<file path="src/verilog/vfd_pkg.sv">
`default_nettype none
package vfd_pkg;
    // ************************************************************
    // Command decode bit positions
    // ************************************************************
    localparam int CMD_TEXT_ADDR_BIT = 7;
    localparam int CMD_GLYPH_ADDR_BIT = 6;
    localparam int CMD_FUNC_BIT = 5;
    localparam int CMD_SHIFT_BIT = 4;
    localparam int CMD_CTRL_BIT = 3;
    localparam int CMD_ENTRY_BIT = 2;
    localparam int ENTRY_INC_BIT = 1;
    localparam int ENTRY_SHIFT_BIT = 0;
    localparam int CTRL_DISP_BIT = 2;
    localparam int CTRL_CURSOR_BIT = 1;
    localparam int CTRL_BLINK_BIT = 0;
    localparam int SHIFT_TARGET_BIT = 3;
    localparam int SHIFT_DIR_BIT = 2;
    localparam int FUNC_BUS8_BIT = 4;
    localparam int GLYPH_DOT_BITS = 5;

    // ************************************************************
    // Address ranges, reset values and blink timing
    // ************************************************************
    localparam logic [6:0] TEXT_L1_FIRST = 7'h00;
    localparam logic [6:0] TEXT_L1_LAST = 7'h27;
    localparam logic [6:0] TEXT_L2_FIRST = 7'h40;
    localparam logic [6:0] TEXT_L2_LAST = 7'h67;
    localparam logic [5:0] SHIFT_LAST = 6'h27;
    localparam logic [5:0] GLYPH_LAST = 6'h3f;
    localparam logic [1:0] BRIGHT_FULL = 2'h0;
    localparam int CLK_HZ = 50_000_000;
    localparam int BLINK_HALF_MS = 500;

    // ************************************************************
    // Types
    // ************************************************************
    typedef enum logic [2:0] {
        CMD_NONE = 3'b000,
        CMD_ENTRY = 3'b001,
        CMD_CTRL = 3'b010,
        CMD_SHIFT = 3'b011,
        CMD_FUNC = 3'b100,
        CMD_GLYPH_ADDR = 3'b101,
        CMD_TEXT_ADDR = 3'b110
    } cmd_t;

    typedef struct packed {
        logic wr;
        logic rd;
        logic reg_select;
        logic [7:0] data;
    } host_req_t;

    typedef struct packed {
        logic valid;
        logic [7:0] data;
    } host_rsp_t;

    typedef struct packed {
        logic display_on;
        logic cursor_on;
        logic blink_en;
        logic cursor_all_lit;
        logic converter_inhibit;
        logic bus_8bit;
        logic brightness_hi;
        logic brightness_lo;
        logic glyph_sel;
        logic [6:0] addr_counter;
        logic [5:0] text_shift;
    } disp_state_t;
endpackage : vfd_pkg
`default_nettype wire

</file>
<file path="src/verilog/vfd_instruction_decoder.sv">
`timescale 1ns/1ns
`default_nettype none
module vfd_instruction_decoder #(
    parameter int BLINK_HALF_CYCLES = vfd_pkg::BLINK_HALF_MS * (vfd_pkg::CLK_HZ / 1000)
) (
    // Clock and reset
    input wire logic clk_sys,
    input wire logic sys_rst,
    // Host transfers
    input wire vfd_pkg::host_req_t host_req,
    output vfd_pkg::host_rsp_t host_rsp,
    // Display state
    output vfd_pkg::disp_state_t disp_state,
    // Refresh scan ports
    input wire logic [6:0] text_scan_addr,
    output logic [7:0] text_scan_char,
    input wire logic [5:0] glyph_scan_addr,
    output logic [4:0] glyph_dots
);
    import vfd_pkg::*;

    // ************************************************************
    // Helper functions
    // ************************************************************
    // Classifies an instruction by its leading one; lower bits are don't care
    function automatic cmd_t cmd_decode(input logic [7:0] b);
        cmd_t c;
        c = CMD_NONE;
        if (b[CMD_TEXT_ADDR_BIT]) begin
            c = CMD_TEXT_ADDR;
        end else if (b[CMD_GLYPH_ADDR_BIT]) begin
            c = CMD_GLYPH_ADDR;
        end else if (b[CMD_FUNC_BIT]) begin
            c = CMD_FUNC;
        end else if (b[CMD_SHIFT_BIT]) begin
            c = CMD_SHIFT;
        end else if (b[CMD_CTRL_BIT]) begin
            c = CMD_CTRL;
        end else if (b[CMD_ENTRY_BIT]) begin
            c = CMD_ENTRY;
        end
        return c;
    endfunction : cmd_decode
    // Steps the counter; text space skips from line end to the next line start
    function automatic logic [6:0] step_addr(input logic [6:0] a, input logic glyph,
                                             input logic inc);
        logic [6:0] n;
        n = inc ? a + 7'h01 : a - 7'h01;
        if (glyph) begin
            n = {1'b0, n[5:0]};
        end else if (inc && a == TEXT_L1_LAST) begin
            n = TEXT_L2_FIRST;
        end else if (inc && a == TEXT_L2_LAST) begin
            n = TEXT_L1_FIRST;
        end else if (!inc && a == TEXT_L2_FIRST) begin
            n = TEXT_L1_LAST;
        end else if (!inc && a == TEXT_L1_FIRST) begin
            n = TEXT_L2_LAST;
        end
        return n;
    endfunction : step_addr
    // Display offset in characters, counted modulo the line length
    function automatic logic [5:0] step_shift(input logic [5:0] s, input logic left);
        logic [5:0] n;
        if (left) begin
            n = (s == SHIFT_LAST) ? 6'h00 : s + 6'h01;
        end else begin
            n = (s == 6'h00) ? SHIFT_LAST : s - 6'h01;
        end
        return n;
    endfunction : step_shift

    // ************************************************************
    // State
    // ************************************************************
    logic [7:0] text_ram [0:127];
    logic [7:0] glyph_ram [0:63];
    logic [6:0] ac;
    logic glyph_sel;
    logic inc_mode;
    logic shift_mode;
    logic display_on;
    logic cursor_on;
    logic blink_en;
    logic bus_8bit;
    logic [1:0] brightness;
    logic fs_pending;
    logic [5:0] text_shift;
    logic nib_phase;
    logic [3:0] nib_hold;
    logic [3:0] rd_low_hold;
    logic [$clog2(BLINK_HALF_CYCLES + 1) - 1:0] blink_cnt;
    logic blink_phase;

    // ************************************************************
    // Byte assembly
    // ************************************************************
    logic strobe;
    logic byte_done;
    logic [7:0] wbyte;
    logic [7:0] rbyte;
    logic is_cmd;
    logic is_data_wr;
    logic is_data_rd;
    cmd_t cmd;

    // A byte completes at once on 8 bits, or on the second nibble
    assign strobe = host_req.wr | host_req.rd;
    assign byte_done = strobe & (bus_8bit | nib_phase);
    assign wbyte = bus_8bit ? host_req.data : {nib_hold, host_req.data[7:4]};
    assign is_cmd = byte_done & host_req.wr & ~host_req.reg_select;
    assign is_data_wr = byte_done & host_req.wr & host_req.reg_select & ~fs_pending;
    assign is_data_rd = byte_done & host_req.rd & host_req.reg_select;
    assign cmd = is_cmd ? cmd_decode(wbyte) : CMD_NONE;
    // Read source follows the space of the last address command
    always_comb begin
        if (!host_req.reg_select) begin
            rbyte = {1'b0, ac};
        end else if (glyph_sel) begin
            rbyte = glyph_ram[ac[5:0]];
        end else begin
            rbyte = text_ram[ac];
        end
    end
    // Nibble phase and upper nibble latch
    always_ff @(posedge clk_sys or posedge sys_rst) begin
        if (sys_rst) begin
            nib_phase <= 1'b0;
            nib_hold <= 4'h0;
        end else if (bus_8bit) begin
            nib_phase <= 1'b0;
        end else if (strobe) begin
            nib_phase <= ~nib_phase;
            nib_hold <= host_req.data[7:4];
        end
    end
    // Read answer, upper nibble first in 4-bit mode
    always_ff @(posedge clk_sys or posedge sys_rst) begin
        if (sys_rst) begin
            host_rsp <= '0;
            rd_low_hold <= 4'h0;
        end else begin
            host_rsp.valid <= host_req.rd;
            if (host_req.rd && bus_8bit) begin
                host_rsp.data <= rbyte;
            end else if (host_req.rd && !nib_phase) begin
                host_rsp.data <= {rbyte[7:4], 4'h0};
                rd_low_hold <= rbyte[3:0];
            end else if (host_req.rd) begin
                host_rsp.data <= {rd_low_hold, 4'h0};
            end
        end
    end

    // ************************************************************
    // Mode registers
    // ************************************************************
    // Entry mode, display control and bus width
    always_ff @(posedge clk_sys or posedge sys_rst) begin
        if (sys_rst) begin
            inc_mode <= 1'b1;
            shift_mode <= 1'b0;
            display_on <= 1'b0;
            cursor_on <= 1'b0;
            blink_en <= 1'b0;
            bus_8bit <= 1'b1;
        end else begin
            case (cmd)
                CMD_ENTRY: begin
                    inc_mode <= wbyte[ENTRY_INC_BIT];
                    shift_mode <= wbyte[ENTRY_SHIFT_BIT];
                end
                CMD_CTRL: begin
                    display_on <= wbyte[CTRL_DISP_BIT];
                    cursor_on <= wbyte[CTRL_CURSOR_BIT];
                    blink_en <= wbyte[CTRL_BLINK_BIT];
                end
                CMD_FUNC: begin
                    bus_8bit <= wbyte[FUNC_BUS8_BIT];
                end
                default: begin
                end
            endcase
        end
    end
    // Brightness byte armed by function set
    always_ff @(posedge clk_sys or posedge sys_rst) begin
        if (sys_rst) begin
            fs_pending <= 1'b0;
            brightness <= BRIGHT_FULL;
        end else if (cmd == CMD_FUNC) begin
            fs_pending <= 1'b1;
        end else if (byte_done && host_req.wr) begin
            fs_pending <= 1'b0;
            if (host_req.reg_select && fs_pending) begin
                brightness <= wbyte[1:0];
            end
        end
    end

    // ************************************************************
    // Address counter and display shift
    // ************************************************************
    always_ff @(posedge clk_sys or posedge sys_rst) begin
        if (sys_rst) begin
            ac <= TEXT_L1_FIRST;
            glyph_sel <= 1'b0;
        end else if (cmd == CMD_TEXT_ADDR) begin
            ac <= wbyte[6:0];
            glyph_sel <= 1'b0;
        end else if (cmd == CMD_GLYPH_ADDR) begin
            ac <= {1'b0, wbyte[5:0]};
            glyph_sel <= 1'b1;
        end else if (cmd == CMD_SHIFT) begin
            ac <= step_addr(ac, glyph_sel, wbyte[SHIFT_DIR_BIT]);
        end else if (is_data_wr || is_data_rd) begin
            ac <= step_addr(ac, glyph_sel, inc_mode);
        end
    end
    // Display shift; only text writes and shift commands move it
    always_ff @(posedge clk_sys or posedge sys_rst) begin
        if (sys_rst) begin
            text_shift <= 6'h00;
        end else if (cmd == CMD_SHIFT && wbyte[SHIFT_TARGET_BIT]) begin
            text_shift <= step_shift(text_shift, ~wbyte[SHIFT_DIR_BIT]);
        end else if (is_data_wr && !glyph_sel && shift_mode) begin
            text_shift <= step_shift(text_shift, inc_mode);
        end
    end

    // ************************************************************
    // RAMs
    // ************************************************************
    // Full byte is stored; glyph dots drop the upper three bits on scan
    always_ff @(posedge clk_sys) begin
        if (is_data_wr && glyph_sel) begin
            glyph_ram[ac[5:0]] <= wbyte;
        end else if (is_data_wr) begin
            text_ram[ac] <= wbyte;
        end
    end
    // Refresh read ports
    always_ff @(posedge clk_sys or posedge sys_rst) begin
        if (sys_rst) begin
            text_scan_char <= 8'h00;
            glyph_dots <= 5'h00;
        end else begin
            text_scan_char <= text_ram[text_scan_addr];
            glyph_dots <= glyph_ram[glyph_scan_addr][GLYPH_DOT_BITS - 1:0];
        end
    end

    // ************************************************************
    // Blink timer
    // ************************************************************
    always_ff @(posedge clk_sys or posedge sys_rst) begin
        if (sys_rst) begin
            blink_cnt <= '0;
            blink_phase <= 1'b0;
        end else if (!blink_en) begin
            blink_cnt <= '0;
            blink_phase <= 1'b0;
        end else if (blink_cnt == $bits(blink_cnt)'(BLINK_HALF_CYCLES - 1)) begin
            blink_cnt <= '0;
            blink_phase <= ~blink_phase;
        end else begin
            blink_cnt <= blink_cnt + 1'b1;
        end
    end

    // Registered status outputs
    always_ff @(posedge clk_sys or posedge sys_rst) begin
        if (sys_rst) begin
            disp_state <= '0;
            disp_state.converter_inhibit <= 1'b1;
            disp_state.bus_8bit <= 1'b1;
        end else begin
            disp_state.display_on <= display_on;
            disp_state.cursor_on <= cursor_on;
            disp_state.blink_en <= blink_en;
            disp_state.cursor_all_lit <= blink_en & blink_phase;
            disp_state.converter_inhibit <= ~display_on;
            disp_state.bus_8bit <= bus_8bit;
            disp_state.brightness_hi <= brightness[1];
            disp_state.brightness_lo <= brightness[0];
            disp_state.glyph_sel <= glyph_sel;
            disp_state.addr_counter <= ac;
            disp_state.text_shift <= text_shift;
        end
    end
endmodule : vfd_instruction_decoder
`default_nettype wire

</file>
<file path="config.mk">
export PLATFORM = sky130hd
export DESIGN_NAME = vfd_instruction_decoder
export DESIGN_NICKNAME = d
export VERILOG_FILES = /design/src/verilog/vfd_pkg.sv /design/src/verilog/vfd_instruction_decoder.sv
export SDC_FILE = /design/constraint.sdc
export NUM_CORES = 2
export LEC_CHECK = 0
export BUFFER_PORTS_ARGS = -buffer_cell sky130_fd_sc_hd__clkbuf_2
export CAP_MARGIN = 20
export CORE_ASPECT_RATIO = 0.75
export CORE_MARGIN = 2
export CORE_UTILIZATION = 45
export DETAILED_ROUTE_END_ITERATION = 12
export HOLD_SLACK_MARGIN = 0.15
export PLACE_DENSITY = 0.65
export SYNTH_ARGS = -nofsm -noshare
export SYNTH_HDL_FRONTEND = slang
export SYNTH_SLANG_ARGS = --single-unit
</file>
<file path="constraint.sdc">
create_clock -name clk_sys -period 5.4 [get_ports clk_sys]
set_clock_uncertainty 0.05 [all_clocks]
set_input_delay 0.54 -clock clk_sys [delete_from_list [all_inputs] [get_ports clk_sys]]
set_output_delay 0.54 -clock clk_sys [all_outputs]
set_load 0.02 [all_outputs]
</file>
## Yosys cells after proc, flatten, opt, wreduce, memory -nomap -nowiden

Memory sizes are Yosys's and may differ from the RTL's. A register that Yosys moved wholly into a read port is not among the register bits.
Index checks and enable logic that the tools add are counted.

- Add/sub/neg operators: 5
- Equal/unequal tests: 12
- Muxes and demuxes: 50
- Bitwise logic cells: 18
- Reductions and logical operators: 32

Operators by type and width:

| operator | count |
|---|---|
| 7-bit two-way mux | 16 |
| 25-bit two-way mux | 2 |
| 8-bit two-way mux | 6 |
| 6-bit two-way mux | 6 |
| 25-bit by 1-bit adder with 25-bit output, second input constant | 1 |
| 25-bit equality test, second input constant | 1 |
| 1-bit logical AND | 16 |
| 7-bit equality test, second input constant | 2 |
| 1-bit two-way mux | 14 |
| 3-bit two-way mux | 4 |
| 3-bit equality test, second input constant | 3 |
| 1-bit bitwise AND | 8 |
| 1-bit NOT | 8 |
| 2-bit nonzero test | 4 |
| 7-bit by 1-bit adder with 7-bit output, second input constant | 1 |
| 7-bit by 6-bit equality test with 1-bit output, second input constant | 1 |
| 7-bit zero test | 1 |
| 7-bit by 1-bit subtractor with 7-bit output, second input constant | 1 |
| 6-bit by 1-bit adder with 6-bit output, second input constant | 1 |
| 3-bit by 2-bit equality test with 1-bit output, second input constant | 2 |
| 6-bit equality test, second input constant | 1 |
| 6-bit zero test | 1 |
| 6-bit by 1-bit subtractor with 6-bit output, second input constant | 1 |
| 1-bit zero test | 4 |
| 9 further kinds | 12 |

- Flip-flop bits (word level): 89
- Bits in writable memories: 1536
- Bits of input ports: 26
- Logic and storage cells: 148
- Memories: 2

Memory list:

| memory | words | width | read ports | clocked after Yosys merged registers in | write ports | line | text |
|---|---|---|---|---|---|---|---|
| text_ram | 128 | 8 | 2 | 1 | 1 | vfd_instruction_decoder.sv:76 | `logic [7:0] text_ram [0:127];` |
| glyph_ram | 64 | 8 | 2 | 1 | 1 | vfd_instruction_decoder.sv:77 | `logic [7:0] glyph_ram [0:63];` |

## Depth between registers and ports, before layout

- Depth after elaboration: 12
- Gate-level depth with buffers: 15

## Least setup slack after synthesis

OpenSTA, ideal clock, no wires.

- Path kind: reg-to-reg
- Start: reg bus_8bit
- End: reg ac[6]
- Arrival time: 4.952 ns
- Required time: 5.246 ns
- Slack: 0.294 ns
- Stages on the path, launching flop included: 9
- Buffers on the path: 0
- Clock period less this slack: 5.106 ns
- Cell sequence: dfstp_2 -> mux2i_1 -> inv_1 -> o22ai_1 -> a211oi_2 -> mux2i_1 -> mux2_2 -> a21o_1 -> a221oi_1

- Elaborated cells on any way between the ends: 35
- Classes of those cells: eq/ne (3); mux (17); bitwise (8); reduce/logical (7)

RTL lines:

| element | line | text |
|---|---|---|
| start, declared | vfd_instruction_decoder.sv:85 | `logic bus_8bit;` |
| start signal, assigned | vfd_instruction_decoder.sv:179 | `bus_8bit <= wbyte[FUNC_BUS8_BIT];` |
| 8-bit two-way mux (*) | vfd_instruction_decoder.sv:110 | `assign wbyte = bus_8bit ? host_req.data : {nib_hold, host_req.data[7:4]};` |
| net wbyte[3] | vfd_instruction_decoder.sv:100 | `logic [7:0] wbyte;` |
| 2-bit two-way mux (*) | vfd_instruction_decoder.sv:37 | `end else if (b[CMD_CTRL_BIT]) begin` |
| 2-bit two-way mux (*) | vfd_instruction_decoder.sv:35 | `end else if (b[CMD_SHIFT_BIT]) begin` |
| 3-bit two-way mux (*) | vfd_instruction_decoder.sv:33 | `end else if (b[CMD_FUNC_BIT]) begin` |
| 3-bit two-way mux (*) | vfd_instruction_decoder.sv:31 | `end else if (b[CMD_GLYPH_ADDR_BIT]) begin` |
| 3-bit two-way mux (*) | vfd_instruction_decoder.sv:29 | `if (b[CMD_TEXT_ADDR_BIT]) begin` |
| 3-bit two-way mux (*) | vfd_instruction_decoder.sv:114 | `assign cmd = is_cmd ? cmd_decode(wbyte) : CMD_NONE;` |
| 3-bit by 2-bit equality test with 1-bit output | vfd_instruction_decoder.sv:214 | `end else if (cmd == CMD_SHIFT) begin` |
| 7-bit two-way mux | vfd_instruction_decoder.sv:214 |  |
| 7-bit two-way mux | vfd_instruction_decoder.sv:211 | `end else if (cmd == CMD_GLYPH_ADDR) begin` |
| 7-bit two-way mux | vfd_instruction_decoder.sv:208 | `end else if (cmd == CMD_TEXT_ADDR) begin` |
| end signal, assigned | vfd_instruction_decoder.sv:209 | `ac <= wbyte[6:0];` |
| end signal, assigned | vfd_instruction_decoder.sv:212 | `ac <= {1'b0, wbyte[5:0]};` |
| end signal, assigned | vfd_instruction_decoder.sv:215 | `ac <= step_addr(ac, glyph_sel, wbyte[SHIFT_DIR_BIT]);` |
| end, declared | vfd_instruction_decoder.sv:78 | `logic [6:0] ac;` |

The timed path passes the listed nets; every way through them passes the cells marked *.
A chain may end at the register's enable or synchronous reset.

## Worst setup path after layout

- Start: reg ac[1]
- End: reg rd_low_hold[0]

- Word-level cells in the longest chain between the ends: 3
- Elaborated cells on any way between the ends: 4
- Classes of those cells: mux (2); memory (2)

Ends and longest elaborated chain:

| element | line | text |
|---|---|---|
| memory read 128 x 8 bit / memory read 64 x 8 bit (equally long branches) | - |  |
| 8-bit two-way mux (*) | vfd_instruction_decoder.sv:119 | `end else if (glyph_sel) begin` |
| 8-bit two-way mux (*) | vfd_instruction_decoder.sv:117 | `if (!host_req.reg_select) begin` |
| end signal, assigned | vfd_instruction_decoder.sv:148 | `rd_low_hold <= rbyte[3:0];` |
| end, declared | vfd_instruction_decoder.sv:91 | `logic [3:0] rd_low_hold;` |

Every way passes the cells marked *; elsewhere a longest branch is shown, timed or not.

==> results by group <==
Synthesis
  – Sequential share of the synthesized area: 64.5%
  – Post-Synthesis Mean Instance Area: 17.5 um2
  – Synth warn: 0
  – Mapped Area: 75400 um2
  – Synth async-reset ratio: 6.23%
  – Netlist cell types: 84
  – Post-synth EDFFs: 1536
  – Seq cells post-synth: 1638
  – Synth Flop Type: edfxtp_1
  – Syn Inst Count: 4312
  – Post-synth net total: 4344

Timing
  – Peak Freq: 0.207 GHz
  – RSZ-0062 raised after global routing: no
  – Rel. slew slack: 9.49%
  – Setup violators final: 0
  – Tightest Pin Transition: 1.32 ns
  – Minimum clock period: 4.83 ns
  – Final hold violation count: 0
  – Fin. max-slew vios: 0
  – Setup TNS: 0 ns
  – Period utilisation layout: 89.5%

Clocking
  – CTS sink count: 1638
  – Setup bufs post-CTS: 0
  – CTS-repair resized insts: 0
  – CTS Buf Count: 161
  – CTS tree: done
  – Clock latency on the worst-skew pair: 0.83 ns
  – Clock slew at reported path FFs: 0.07 ns
  – Longest Clk Path Bufs: 3
  – Clock Tree Root: clkbuf_16
  – CTS H-tree lvls: 4

Pwr
  – Logic pwr share: 36.1%
  – Maximum vdd ir drop: 0.000598 V
  – Pwr Total: 0.0434 W
  – Cell Pwr Density: 512 nW/um2
  – Clk pwr share: 26.8%
  – P_sw: 0.0166 W
  – Leak pwr: 27.1 nW
  – Internal power: 0.0268 W
  – Switching share of total power: 38.2%
  – Sequential share of power: 37.0%

Critical path
  – Register-to-Register Path Depth: 9
  – Worst setup path startpoint: ac[1]
  – Crit start category: register
  – R2R Path Start: ac[1]
  – Crit-path cells: buf_12 > clkinv_2 > buf_4 > a221oi_1 > nor2_1 > o211a_1 > a2111oi_0 > o211ai_1 > a22o_1
  – Crit Path Max Fanout: 66
  – RR Endpoint: rd_low_hold[0]
  – Crit path DAT: 5.51 ns
  – Critical path's slowest cell: a2111oi_0
  – Crit path capture type: register
  – Worst EP required: 6.07 ns
  – Slowest stage delay, CP: 1.12 ns
  – Reg2Reg Setup Slack: 0.57 ns
  – Crit path capture: rd_low_hold[0]
  – WS Path Type: register to register

Floorplan
  – Die Span X: 477 um
  – Placeable Area: 167000 um2
  – Initial Utilization: 45.2%
  – Row count: 130
  – Die height: 359 um
  – Ports: 70
  – Die Area: 171000 um2

Place
  – Placed insts: 6509
  – Dpl cell area: 79200 um2
  – HPWL Detailed: 171000 um
  – IO Port Bufs: 69
  – RD Place Congestion: 0.978

Worst hold path
  – Worst hold path type: primary input to register

Finish
  – Filler cell count: 13373
  – Final non-filler cell total: 6819
  – Area growth syn-to-layout: 12.3%
  – Post-layout net count: 4475
  – Share of layout cells above drive strength 1: 30.0%
  – Post-layout util: 50.7%
  – Final standard cell area without fillers: 84700 um2

Routing
  – WL final: 264000 um
  – Final antenna-violating net count: 0
  – 1st-iter DRT viols: 9591
  – # DRC: 0
  – First-pass DRT Iterations: 8
  – Vias per cell: 7.19
  – Total number of vias: 49027
  – WL per Instance: 38.7 um

GRT
  – Largest net degree at the start of global routing: 138
  – Initial antenna violation count: 15
  – Vias in the first global route: 46179
  – First-pass GRT wire length: 366000 um
  – GRT Total Usage: 30.4%
  – Grt ovf: 0

Status
  – Status: complete, no violations

Flow run
  – Max-cap violations: 0
[per-layer routing]
metal | global-route usage (%) | vias to the layer above | routed length (um)
li1 | - | 18450 | -
met1 | 43.7 | 25332 | 99200
met2 | 40.7 | 4543 | 106000
met3 | 13.3 | 688 | 46800
met4 | 11.1 | 14 | 11000
met5 | 0.245 | - | 183
[worst min-delay path by stage]
stage	from	to	slack (ns)	depth (start not counted)
floorplan	brightness[0]	disp_state[14]	0.30	0
global placement	brightness[0]	disp_state[14]	0.31	0
detailed placement	brightness[1]	disp_state[15]	0.31	0
CTS	glyph_scan_addr[4]	glyph_dots[0]	0.15	2
global route	text_scan_addr[5]	text_scan_char[0]	0.20	2
finish	glyph_scan_addr[4]	glyph_dots[0]	0.18	2
[state kept, by name (all words and copies together), names as in the netlist, 5 cells and up]
name,flops
glyph_ram,512
text_ram,1024
glyph_dots,5
disp_state,22
text_scan_char,8
ac,7
text_shift,6
blink_cnt,25
host_rsp,9
[power groups by stage]
stage          Sequential, W  Clock [W]  Combinational [W]
2_1_floorplan         0.0163          0            0.00831
6_report              0.0161     0.0117             0.0157
3_5_place_dp          0.0163          0             0.0149
4_1_cts               0.0161     0.0117             0.0149
5_1_grt               0.0161     0.0121             0.0159
3_3_place_gp          0.0163          0             0.0147
[repair_timing]
item | CTS | global route
hold buffers | 9 | 0
setup endpoints to repair | 0 | 0
endpoints found under the hold margin | 71 | 0
[cell usage in the layout, fill, tap and decap left out, types with 9 or more instances in the layout]
| cell type | netlist | final |
|---|---|---|
| a211oi_1 | 22 | 22 |
| mux2_2 | 183 | 179 |
| clkbuf_2 | 0 | 63 |
| o21ai_0 | 88 | 88 |
| a221o_1 | 48 | 48 |
| buf_4 | 29 | 213 |
| mux2i_1 | 113 | 113 |
| dlygate4sd3_1 | 0 | 9 |
| a221oi_1 | 175 | 175 |
| nor2_1 | 316 | 313 |
| o221ai_1 | 26 | 26 |
| a22oi_1 | 84 | 84 |
| clkbuf_1 | 138 | 30 |
| nand3_1 | 42 | 42 |
| nand4_1 | 11 | 11 |
| xnor2_1 | 15 | 15 |
| inv_1 | 25 | 17 |
| buf_12 | 0 | 24 |
| dfrtp_1 | 98 | 92 |
| clkinv_1 | 2 | 22 |
| a21oi_1 | 80 | 80 |
| clkbuf_16 | 0 | 169 |
| clkinv_2 | 0 | 34 |
| mux4_2 | 575 | 575 |
| edfxtp_1 | 1536 | 1536 |
| bufinv_16 | 0 | 18 |
| a22o_1 | 22 | 22 |
| xor2_1 | 16 | 16 |
| a31oi_1 | 13 | 13 |
| nor3_1 | 26 | 25 |
| nand2_1 | 161 | 161 |
| o22ai_1 | 27 | 27 |
| o2bb2ai_1 | 24 | 24 |
| o211ai_1 | 24 | 24 |
| and3_1 | 14 | 13 |
| nand2b_1 | 10 | 10 |
[kinds of logic (layout without fill, tap and decap cells)]
logic type	Yosys count	in the layout	synth area share, %
compound gates	734	734	7.45
buf+inv	377	634	2.34
other cells	0	6	0
flops	1638	1638	64.5
mux	872	872	21.4
simple gates	654	654	3.82
fa+ha+maj	6	6	0.0995
xor+xnor	31	31	0.360
[cell type report]
| type | count | area, um2 | share of cell area, % |
|---|---|---|---|
| clock buffers | 207 | 4450 | 5.25 |
| diodes | 6 | 15.0 | 0.0177 |
| multi-input cells | 2297 | 25200 | 29.7 |
| well taps | 2244 | 2810 | 3.31 |
| repair buffers | 317 | 2580 | 3.05 |
| inverters | 28 | 133 | 0.157 |
| clock inverters | 82 | 892 | 1.05 |
| flip-flops and latches | 1638 | 48700 | 57.5 |
[cell usage after synthesis, drive strengths merged (27+ instances only)]
master / number / area (um2)
edfxtp: 1536 / 46100
mux4: 575 / 12900
nor2: 316 / 1190
buf: 211 / 1140
mux2: 184 / 2070
a221oi: 175 / 1530
nand2: 161 / 604
clkbuf: 138 / 518
mux2i: 113 / 1130
dfrtp: 98 / 2450
o21ai: 89 / 445
a22oi: 84 / 631
a21oi: 80 / 400
a221o: 48 / 480
nand3: 42 / 210
o22ai: 27 / 169
[critical path: cells and delay by family (launching register included)]
family | cells | cell delay, ns
simple gates | 1 | 0.13
compound gates | 5 | 2.34
buf+inv | 3 | 1.43
flops | 1 | 0.72
[per-stage QoR]
| step | hold slack [ns] | setup slack (ns) |
|---|---|---|
| after global routing | 0.199 | 0.739 |
| after detailed placement | 0.313 | 0.827 |
| after CTS | 0.152 | 0.813 |
| final | 0.184 | 0.566 |
| after global placement | 0.309 | 0.805 |
| after floorplan | 0.299 | 0.294 |
No activity file was read; power rests on OpenSTA's default activity.
